<file path="src/logic/mrs_pkg.sv">
package mrs_pkg;
	// ----------------------------------------
	// clock and line timing
	// ----------------------------------------
	localparam int CLK_HZ = 10000000;
	localparam int BAUD_2400 = 2400;
	localparam int BAUD_4800 = 4800;
	localparam int BAUD_9600 = 9600;
	localparam int BAUD_19200 = 19200;
	localparam int BAUD_38400 = 38400;
	localparam logic [2:0] SEL_2400 = 3'h0;
	localparam logic [2:0] SEL_4800 = 3'h1;
	localparam logic [2:0] SEL_9600 = 3'h2;
	localparam logic [2:0] SEL_19200 = 3'h3;
	localparam logic [2:0] SEL_38400 = 3'h4;
	localparam int CHAR_BITS = 11;
	// silent intervals in tenths of a character time
	localparam int GAP15_X10 = 15;
	localparam int GAP35_X10 = 35;
	localparam logic [6:0] GAP15_HALF = 7'(CHAR_BITS * 2 * GAP15_X10 / 10);
	localparam logic [6:0] GAP35_HALF = 7'(CHAR_BITS * 2 * GAP35_X10 / 10);
	localparam logic [3:0] TX_FRAME_BITS = 4'(CHAR_BITS);

	// ----------------------------------------
	// frame contents
	// ----------------------------------------
	localparam logic [7:0] BCAST_ADDR = 8'h00;
	localparam logic [7:0] MAX_ADDR = 8'hf7;
	localparam logic [7:0] FC_READ_HOLD = 8'h03;
	localparam logic [7:0] FC_WRITE_ONE = 8'h06;
	localparam logic [7:0] FC_WRITE_MANY = 8'h10;
	localparam logic [7:0] EXC_FLAG = 8'h80;
	localparam logic [7:0] EXC_ILL_FUNC = 8'h01;
	localparam logic [7:0] MAX_RSP_DATA = 8'hfa;
	localparam logic [7:0] MIN_FRAME = 8'h04;
	localparam logic [7:0] HDR_BYTES = 8'h02;
	localparam logic [15:0] CRC_INIT = 16'hffff;
	localparam logic [15:0] CRC_POLY = 16'ha001;

	typedef enum logic [2:0] {
		RX_IDLE = 3'h0, RX_START = 3'h1, RX_DATA = 3'h3, RX_PAR = 3'h2, RX_STOP = 3'h6
	} mrs_rx_st_t;
	typedef enum logic [2:0] {
		FR_HUNT = 3'h0, FR_RECV = 3'h1, FR_CHECK = 3'h3, FR_WAIT = 3'h2, FR_SEND = 3'h6
	} mrs_fr_st_t;

	// ----------------------------------------
	// helpers
	// ----------------------------------------
	// half a bit period in clocks; unknown codes fall back to 9600
	function automatic logic [11:0] mrs_half_div(input logic [2:0] sel);
		int rate;
		unique case (sel)
			SEL_2400: rate = BAUD_2400;
			SEL_4800: rate = BAUD_4800;
			SEL_19200: rate = BAUD_19200;
			SEL_38400: rate = BAUD_38400;
			default: rate = BAUD_9600;
		endcase
		return 12'(CLK_HZ / (2 * rate));
	endfunction : mrs_half_div

	function automatic logic mrs_par(input logic [7:0] d, input logic odd);
		return (^d) ^ odd;
	endfunction : mrs_par

	function automatic logic [15:0] mrs_crc_byte(input logic [15:0] crc, input logic [7:0] b);
		logic [15:0] c;
		c = crc ^ {8'h00, b};
		for (int i = 0; i < 8; i++) begin
			c = c[0] ? ((c >> 1) ^ CRC_POLY) : (c >> 1);
		end
		return c;
	endfunction : mrs_crc_byte
endpackage : mrs_pkg

</file>
<file path="src/logic/mrs_framer.sv">
// Functional notes
// - bit rate 2400 to 38400 selectable
// - half duplex, release pair after reply
// - transmit only in reply to query
// - broadcast executed, no reply sent
// - normal reply echoes function plus data
// - error reply: altered function, cause byte
// - binary framing only, no text mode
// - start, 8 data LSB first, parity, stop
// - reply characters sent without gaps
// - 3.5 character silence before message
// - 3.5 character silence ends message
// - 1.5 character gap flushes partial frame
// - early characters appended to message
// - address, function, data, 16-bit check
// - act only on own address or broadcast
// - reply carries own station address
// - address zero is broadcast
// - receiver listens continuously
// - read query carries start and count
// - check value verified before acting
// - shared rate and parity settings
// - check value low byte first
// - error function has top bit set
// - only functions 03, 06, 10 supported
// - parity or check error: silently dropped
`timescale 1ns/1ps
`default_nettype none
module mrs_framer #(
	parameter int BUF_DEPTH = 16
) (
	input wire logic sys_clk,
	input wire logic rst,
	input wire logic rx_in,
	output logic tx_out,
	output logic tx_oe_n,
	input wire logic [2:0] baud_sel,
	input wire logic parity_en,
	input wire logic parity_odd,
	input wire logic [7:0] station_addr,
	output logic cmd_valid,
	output logic [7:0] cmd_func,
	output logic cmd_bcast,
	output logic [7:0] cmd_len,
	input wire logic [7:0] app_idx,
	output logic [7:0] app_data,
	input wire logic rsp_valid,
	input wire logic [7:0] rsp_exc,
	input wire logic [7:0] rsp_len,
	input wire logic [7:0] rsp_byte,
	output logic [7:0] rsp_idx,
	output logic frame_drop
);
	localparam int IW = $clog2(BUF_DEPTH);

	typedef struct packed {
		mrs_pkg::mrs_fr_st_t st;
		logic [BUF_DEPTH-1:0][7:0] rbuf;
		logic [7:0] cnt;
		logic [15:0] crc;
		logic bad;
		logic g15;
		logic [7:0] func;
		logic [7:0] exc;
		logic bcast;
		logic [7:0] nlen;
		logic [7:0] pos;
		logic [10:0] tx_sh;
		logic [3:0] tx_bits;
		logic [11:0] tdiv;
		logic tph;
		logic tx_out;
		logic tx_oe_n;
		logic cmd_valid;
		logic [7:0] cmd_func;
		logic cmd_bcast;
		logic [7:0] cmd_len;
		logic [7:0] app_data;
		logic [7:0] rsp_idx;
		logic frame_drop;
	} mrs_fr_t;

	mrs_fr_t s;
	mrs_fr_t next_s;
	logic [11:0] half_div;
	logic rx_valid;
	logic [7:0] rx_data;
	logic rx_perr;
	logic gap15;
	logic gap35;
	logic tx_tick;
	logic btick;
	logic [7:0] b;
	logic [8:0] last;
	logic [7:0] dptr;
	logic bc;
	logic mine;
	logic good;
	logic fc_ok;

	assign half_div = mrs_pkg::mrs_half_div(baud_sel);
	assign tx_tick = (s.tdiv == 12'(half_div - 12'h001));
	assign btick = tx_tick && s.tph;

	mrs_uart_rx u_rx (
		.sys_clk(sys_clk),
		.rst(rst),
		.rx_in(rx_in),
		.half_div(half_div),
		.parity_en(parity_en),
		.parity_odd(parity_odd),
		.byte_valid(rx_valid),
		.byte_data(rx_data),
		.byte_perr(rx_perr),
		.gap15(gap15),
		.gap35(gap35)
	);

	// ----------------------------------------
	// framing, decode and reply
	// ----------------------------------------
	always_comb begin
		next_s = s;
		next_s.cmd_valid = 1'b0;
		next_s.frame_drop = 1'b0;
		next_s.tdiv = tx_tick ? 12'h000 : 12'(s.tdiv + 12'h001);
		if (tx_tick) begin
			next_s.tph = ~s.tph;
		end
		dptr = 8'(app_idx + mrs_pkg::HDR_BYTES);
		next_s.app_data = (dptr < 8'(BUF_DEPTH)) ? s.rbuf[dptr[IW-1:0]] : 8'h00;
		bc = (s.rbuf[0] == mrs_pkg::BCAST_ADDR);
		mine = (s.rbuf[0] == station_addr) && (station_addr != mrs_pkg::BCAST_ADDR)
			&& (station_addr <= mrs_pkg::MAX_ADDR);
		// the crc over a whole frame, check bytes included, leaves zero
		good = !s.bad && (s.cnt >= mrs_pkg::MIN_FRAME) && (s.crc == 16'h0000);
		fc_ok = (s.rbuf[1] == mrs_pkg::FC_READ_HOLD) || (s.rbuf[1] == mrs_pkg::FC_WRITE_ONE)
			|| (s.rbuf[1] == mrs_pkg::FC_WRITE_MANY);
		last = 9'(s.nlen) + 9'h004;
		if (s.pos == 8'h00) begin
			b = station_addr;
		end else if (s.pos == 8'h01) begin
			b = (s.exc != 8'h00) ? (s.func | mrs_pkg::EXC_FLAG) : s.func;
		end else if (9'(s.pos) < 9'(s.nlen) + 9'h002) begin
			b = (s.exc != 8'h00) ? s.exc : rsp_byte;
		end else if (9'(s.pos) == 9'(s.nlen) + 9'h002) begin
			b = s.crc[7:0];
		end else begin
			b = s.crc[15:8];
		end
		unique case (s.st)
			mrs_pkg::FR_HUNT: begin
				// nothing is taken until the line has been quiet long enough
				if (gap35) begin
					next_s.st = mrs_pkg::FR_RECV;
					next_s.cnt = 8'h00;
					next_s.crc = mrs_pkg::CRC_INIT;
					next_s.bad = 1'b0;
					next_s.g15 = 1'b0;
				end
			end
			mrs_pkg::FR_RECV: begin
				if (rx_valid) begin
					if (s.cnt != 8'h00 && s.g15) begin
						next_s.rbuf[0] = rx_data;
						next_s.cnt = 8'h01;
						next_s.crc = mrs_pkg::mrs_crc_byte(mrs_pkg::CRC_INIT, rx_data);
						next_s.bad = rx_perr;
						next_s.g15 = 1'b0;
					end else begin
						// a short gap just keeps appending, so a merged frame fails its crc
						if (s.cnt < 8'(BUF_DEPTH)) begin
							next_s.rbuf[s.cnt[IW-1:0]] = rx_data;
						end else begin
							next_s.bad = 1'b1;
						end
						if (s.cnt != 8'hff) begin
							next_s.cnt = 8'(s.cnt + 8'h01);
						end
						next_s.crc = mrs_pkg::mrs_crc_byte(s.crc, rx_data);
						next_s.bad = next_s.bad | rx_perr | s.bad;
					end
				end else if (s.cnt != 8'h00 && gap35) begin
					next_s.st = mrs_pkg::FR_CHECK;
				end else if (s.cnt != 8'h00 && gap15) begin
					next_s.g15 = 1'b1;
				end
			end
			mrs_pkg::FR_CHECK: begin
				next_s.st = mrs_pkg::FR_HUNT;
				next_s.func = s.rbuf[1];
				next_s.bcast = bc;
				if (!good) begin
					next_s.frame_drop = 1'b1;
				end else if (bc || mine) begin
					if (fc_ok) begin
						next_s.cmd_valid = 1'b1;
						next_s.cmd_func = s.rbuf[1];
						next_s.cmd_bcast = bc;
						next_s.cmd_len = 8'(s.cnt - mrs_pkg::MIN_FRAME);
						next_s.st = mrs_pkg::FR_WAIT;
					end else if (!bc) begin
						next_s.exc = mrs_pkg::EXC_ILL_FUNC;
						next_s.nlen = 8'h01;
						next_s.st = mrs_pkg::FR_SEND;
						next_s.pos = 8'h00;
						next_s.tx_bits = 4'h0;
						next_s.crc = mrs_pkg::CRC_INIT;
						next_s.tx_oe_n = 1'b0;
					end
				end
			end
			mrs_pkg::FR_WAIT: begin
				if (rsp_valid) begin
					if (s.bcast) begin
						next_s.st = mrs_pkg::FR_HUNT;
					end else begin
						next_s.exc = rsp_exc;
						next_s.nlen = (rsp_exc != 8'h00) ? 8'h01
							: ((rsp_len > mrs_pkg::MAX_RSP_DATA) ? mrs_pkg::MAX_RSP_DATA : rsp_len);
						next_s.rsp_idx = 8'h00;
						next_s.st = mrs_pkg::FR_SEND;
						next_s.pos = 8'h00;
						next_s.tx_bits = 4'h0;
						next_s.crc = mrs_pkg::CRC_INIT;
						next_s.tx_oe_n = 1'b0;
					end
				end
			end
			mrs_pkg::FR_SEND: begin
				if (s.tx_bits == 4'h0 || (btick && s.tx_bits == 4'h1)) begin
					if (9'(s.pos) == last) begin
						// let go of the pair only once the last stop bit is out
						next_s.st = mrs_pkg::FR_HUNT;
						next_s.tx_oe_n = 1'b1;
						next_s.tx_out = 1'b1;
						next_s.tx_bits = 4'h0;
					end else begin
						// next character follows the last stop bit directly
						next_s.tx_sh = {1'b1, parity_en ? mrs_pkg::mrs_par(b, parity_odd) : 1'b1,
							b, 1'b0};
						next_s.tx_out = 1'b0;
						next_s.tx_bits = mrs_pkg::TX_FRAME_BITS;
						next_s.tdiv = 12'h000;
						next_s.tph = 1'b0;
						next_s.pos = 8'(s.pos + 8'h01);
						if (9'(s.pos) < 9'(s.nlen) + 9'h002) begin
							next_s.crc = mrs_pkg::mrs_crc_byte(s.crc, b);
						end
						if (s.pos >= 8'h02 && 9'(s.pos) < 9'(s.nlen) + 9'h002) begin
							next_s.rsp_idx = 8'(s.rsp_idx + 8'h01);
						end
					end
				end else if (btick) begin
					next_s.tx_sh = {1'b1, s.tx_sh[10:1]};
					next_s.tx_out = s.tx_sh[1];
					next_s.tx_bits = 4'(s.tx_bits - 4'h1);
				end
			end
			default: begin
				next_s.st = mrs_pkg::FR_HUNT;
				next_s.tx_oe_n = 1'b1;
				next_s.tx_out = 1'b1;
			end
		endcase
	end

	always_ff @(posedge sys_clk) begin
		if (rst) begin
			s <= '0;
			s.tx_out <= 1'b1;
			s.tx_oe_n <= 1'b1;
		end else begin
			s <= next_s;
		end
	end

	assign tx_out = s.tx_out;
	assign tx_oe_n = s.tx_oe_n;
	assign cmd_valid = s.cmd_valid;
	assign cmd_func = s.cmd_func;
	assign cmd_bcast = s.cmd_bcast;
	assign cmd_len = s.cmd_len;
	assign app_data = s.app_data;
	assign rsp_idx = s.rsp_idx;
	assign frame_drop = s.frame_drop;
endmodule : mrs_framer
`default_nettype wire

</file>
<file path="src/logic/mrs_uart_rx.sv">
`timescale 1ns/1ps
`default_nettype none
module mrs_uart_rx (
	input wire logic sys_clk,
	input wire logic rst,
	input wire logic rx_in,
	input wire logic [11:0] half_div,
	input wire logic parity_en,
	input wire logic parity_odd,
	output logic byte_valid,
	output logic [7:0] byte_data,
	output logic byte_perr,
	output logic gap15,
	output logic gap35
);
	typedef struct packed {
		mrs_pkg::mrs_rx_st_t st;
		logic [11:0] div;
		logic ph;
		logic [2:0] idx;
		logic [7:0] sh;
		logic perr;
		logic [6:0] gap;
		logic byte_valid;
		logic [7:0] byte_data;
		logic byte_perr;
		logic gap15;
		logic gap35;
	} mrs_rx_t;

	mrs_rx_t s;
	mrs_rx_t next_s;
	logic tick;

	assign tick = (s.div == 12'(half_div - 12'h001));

	// ----------------------------------------
	// receiver, always listening
	// ----------------------------------------
	always_comb begin
		next_s = s;
		next_s.byte_valid = 1'b0;
		next_s.div = tick ? 12'h000 : 12'(s.div + 12'h001);
		next_s.gap15 = (s.gap >= mrs_pkg::GAP15_HALF);
		next_s.gap35 = (s.gap >= mrs_pkg::GAP35_HALF);
		if (tick) begin
			next_s.ph = ~s.ph;
		end
		unique case (s.st)
			mrs_pkg::RX_IDLE: begin
				// silence measured in half bits from the mid stop sample
				if (tick && s.gap != mrs_pkg::GAP35_HALF) begin
					next_s.gap = 7'(s.gap + 7'h01);
				end
				if (!rx_in) begin
					next_s.st = mrs_pkg::RX_START;
					next_s.div = 12'h000;
					next_s.gap = 7'h00;
				end
			end
			mrs_pkg::RX_START: if (tick) begin
				next_s.st = rx_in ? mrs_pkg::RX_IDLE : mrs_pkg::RX_DATA;
				next_s.ph = 1'b0;
				next_s.idx = 3'h0;
			end
			mrs_pkg::RX_DATA: if (tick && s.ph) begin
				next_s.sh = {rx_in, s.sh[7:1]};
				next_s.idx = 3'(s.idx + 3'h1);
				if (s.idx == 3'h7) begin
					next_s.st = parity_en ? mrs_pkg::RX_PAR : mrs_pkg::RX_STOP;
				end
			end
			mrs_pkg::RX_PAR: if (tick && s.ph) begin
				next_s.perr = rx_in ^ mrs_pkg::mrs_par(s.sh, parity_odd);
				next_s.st = mrs_pkg::RX_STOP;
			end
			mrs_pkg::RX_STOP: if (tick && s.ph) begin
				next_s.byte_valid = 1'b1;
				next_s.byte_data = s.sh;
				next_s.byte_perr = s.perr | ~rx_in;
				next_s.perr = 1'b0;
				next_s.st = mrs_pkg::RX_IDLE;
			end
			default: next_s.st = mrs_pkg::RX_IDLE;
		endcase
	end

	always_ff @(posedge sys_clk) begin
		if (rst) begin
			s <= '0;
		end else begin
			s <= next_s;
		end
	end

	assign byte_valid = s.byte_valid;
	assign byte_data = s.byte_data;
	assign byte_perr = s.byte_perr;
	assign gap15 = s.gap15;
	assign gap35 = s.gap35;
endmodule : mrs_uart_rx
`default_nettype wire

</file>
<file path="config.mk">
export PLATFORM = sky130hd
export DESIGN_NAME = mrs_framer
export DESIGN_NICKNAME = d
export VERILOG_FILES = /design/src/logic/mrs_pkg.sv /design/src/logic/mrs_framer.sv /design/src/logic/mrs_uart_rx.sv
export SDC_FILE = /design/constraint.sdc
export NUM_CORES = 1
export LEC_CHECK = 0
export ABC_CLOCK_PERIOD_IN_PS = 90800
export BUFFER_PORTS_ARGS = -buffer_cell sky130_fd_sc_hd__clkbuf_2
export CELL_PAD_IN_SITES_DETAIL_PLACEMENT = 2
export CELL_PAD_IN_SITES_GLOBAL_PLACEMENT = 2
export CORE_ASPECT_RATIO = 2
export CORE_MARGIN = 1
export CORE_UTILIZATION = 42
export DETAILED_ROUTE_END_ITERATION = 10
export GPL_TIMING_DRIVEN = 0
export PLACE_DENSITY_LB_ADDON = 0.25
export SETUP_SLACK_MARGIN = 0.05
export SYNTH_ARGS = -nofsm -noshare
export SYNTH_HDL_FRONTEND = slang
export SYNTH_SLANG_ARGS = --single-unit
</file>
<file path="constraint.sdc">
create_clock -name sys_clk -period 90.8 [get_ports sys_clk]
set_input_delay 22.7 -clock sys_clk [delete_from_list [all_inputs] [get_ports sys_clk]]
set_output_delay 22.7 -clock sys_clk [all_outputs]
set_load 0.01 [all_outputs]
</file>
==> run metrics <==
Post-Synth Simple-Gate Area=25.1%; via count=29.6k; Pre-antenna DRT Iters=5; setup_tns=0 ns; CTS tree=yes; post-synthesis instance total=3510; initial drt markers=1264; Final Hold Vio Count=0; Worst Tran Pin Value=1.35 ns; fmax=15.5 MHz; register area share after synthesis=22.3%; most common cell after layout, fill and taps aside=nand2_1; clock root buffer=clkbuf_16; Post-synth ARST share=0%; crit path buf inv count=19; Max transition margin=9.88%; Top cell by count, worst path=ha_1; max_cap viols=0; Most Crowded Layer GR=met2; initial antenna violation count=5; Post-Syn Area=27000 um2; cts bufs inserted=25; outcome=completed; post-synthesis compound-gate area fraction=23.1%; Residual DRC=0; Area Growth Syn to Fin=8.97%; layout cells sized above 1=9.62%; clk_lat worst skew=0.59 ns; Lkg Pwr=11.6 nW; Vias per Instance=6.63; clock buffer depth=3; Hold Path Origin=s[192]; critical path's slowest cell=nand2_1; min Tclk post-route=64.47 ns; drt wl/cell=30.1 um; Tcrit/Tclk final=71.0%; Ys Warns=0; adder-cell area share of the yosys netlist=8.75%; hold path endpoint=s[192]; aggregate global-route resource usage=40.6%; clock skew=0.0160 ns; CP arrival=64.98 ns; M2 GR Usage=76.6%; routed wire length=134 mm; PnR worst setup slack=26.33 ns; core area=63600 um2; RSZ-0062 raised after global routing=false; final antenna-violating net count=0; routability congestion estimate=0.986; proportion of synthesized area in mux cells=7.61%; starting density of the core=42.4%; setup violators final=0; I/O pins=86; Port Buf Inserts=82; total grt overflow=0; mean area per synthesized cell=7.69 um2; Worst path max stage delay=0.96 ns; commonest non-fill, non-tap cells in the layout=nand2_1 (407), nor2_1 (347), a21oi_1 (308); clk sinks=301; Post-synth EDFFs=0; worst path required time=91.31 ns; Resize count post-CTS=0; cell taking the most area after synthesis=dfxtp_1; number of global-route vias before repair=33.6k; FP Rows=131; Hold Path Cell Cnt=2; fin nets=3867; Crit Path Class=in -> reg; Setup crit end kind=flip-flop; hold crit path type=reg -> reg; DP HPWL=106 mm; Worst path top cell family by delay=simple AND/OR/NAND/NOR gates; Synth Flop Type=dfxtp_1; R2R Setup Slk=84.73 ns; Post-CTS Setup Bufs=0; XOR/XNOR share of the synthesized area=8.21%; worst vdd ir=26.3 uV; area share of the largest cell type after synthesis=22.3%; Clock transition at path regs=0.07 ns; cts hold-fix bufs=0; main combinational cell family by area after synthesis=simple AND/OR/NAND/NOR gates; Post-Place Worst Slack=26.92 ns; Slew Limit Fails=0; met1 Use GR=33.6%; H-tree Lvls=1; largest net degree at the start of global routing=27; Register-to-Register Path Depth=23; top cells by area, synth=dfxtp_1 (22%), ha_1 (8.5%), a21oi_1 (5.7%); synthesized flop and latch total=301; M3 GR Usage=6.82%; Netlist cell types=120; Startpoint Class=input port; CP Max Fanout=19; first-pass GRT wire length=203 mm; FF-to-FF End=s[100]; die width=181 um; worst r2r src=s[75]; die footprint=65300 um2; Die H=361 um; Power per Cell Area=36.1 nW/um2
## sequential cells by signal (all words and copies together), names as in the netlist, 8 cells and up
signal	cells
cmd_func	8
app_data	8
cmd_len	8
u_rx.s	35
s	217
u_rx.byte_data	8
rsp_idx	8
## worst reg2reg max path: stages (launching register included)
cell and delay [ns]:
dfxtp_1 0.44, ha_1 0.20, clkbuf_1 0.29, nand2_1 0.12, xor2_1 0.16, ha_1 0.31, nor2b_1 0.14, o21ai_0 0.14
nand2b_1 0.07, a21oi_1 0.15, nor2b_1 0.06, o22ai_1 0.64, clkbuf_1 0.48, a211oi_1 0.15, a21oi_1 0.18, mux2i_1 0.10
a21oi_1 0.57, xor2_1 0.37, xnor2_1 0.13, xnor2_1 0.27, xnor2_1 0.14, xor2_1 0.16, a221oi_1 0.57, nor2_1 0.10
## power by group
part / internal, mW / switching [mW]
clock network: 0.0664 / 0.0568
registers: 0.132 / 0.000336
logic: 0.273 / 0.533
## metrics by stage
stage	util, %	power (mW)	hold slack (ns)	area (um2)	cells
2_1_floorplan	-	0.682	0.431	27000	3518
3_3_place_gp	44.7	0.855	0.438	28400	4398
3_5_place_dp	44.8	0.895	0.449	28500	4402
4_1_cts	46.2	1.02	0.466	29400	4448
5_1_grt	46.2	1.12	0.476	29400	4451
6_report	46.3	1.06	0.465	29400	4455
## synthesized netlist by cell type (all sizes together), types with 30 or more instances
| library cell | count |
|---|---|
| nand3 | 195 |
| xor2 | 103 |
| a21o | 58 |
| mux2i | 87 |
| a211oi | 55 |
| nor2 | 351 |
| and2 | 34 |
| nor4 | 44 |
| dfxtp | 301 |
| clkbuf | 152 |
| mux4 | 40 |
| a21oi | 309 |
| xnor2 | 145 |
| o21a | 36 |
| o31ai | 30 |
| ha | 184 |
| nand2 | 411 |
| o21ai | 152 |
| and3 | 37 |
| nand2b | 30 |
| nor3 | 78 |
| nor2b | 45 |
| inv | 68 |
| buf | 76 |
| nand4 | 40 |
| a31oi | 37 |
## area by class of cell
| cell class | instances | area [um2] |
|---|---|---|
| tap | 798 | 998 |
| buffer | 228 | 1040 |
| timing repair buffer | 86 | 473 |
| fill | 7417 | 34200 |
| clock inverter | 15 | 185 |
| clock buffer | 31 | 698 |
| antenna | 7 | 17.5 |
| sequential | 301 | 6030 |
| inverter | 68 | 258 |
| multi-input combinational | 2921 | 19700 |
## kinds of logic after synthesis
family,Yosys count
XOR/XNOR,250
multiplexers,151
AO/OA/AOI/OAI,934
buffers and inverters,296
flip-flops,301
AND/OR/NAND/NOR,1389
other,2
adder cells (fa/ha/maj),187
## worst max path at each step
| stage | from | endpoint | slack, ns | cells past startpoint |
|---|---|---|---|---|
| floorplan | baud_sel[0] | s[70] | 39.69 | 148 |
| global placement | baud_sel[2] | s[70] | 28.62 | 151 |
| detailed placement | baud_sel[2] | s[70] | 26.92 | 149 |
| CTS | baud_sel[2] | s[70] | 27.26 | 149 |
| global route | baud_sel[2] | s[70] | 24.60 | 149 |
| finish | baud_sel[2] | s[70] | 26.33 | 149 |
## per-layer routing
| metal | up-vias | part of all wire, % |
|---|---|---|
| li1 | 13000 | - |
| met2 | 987 | 53 |
| met3 | 645 | 4.0 |
| met5 | - | 0 |
| met1 | 14900 | 31 |
| met4 | 0 | 12 |
No activity file was read; power rests on OpenSTA's default activity.
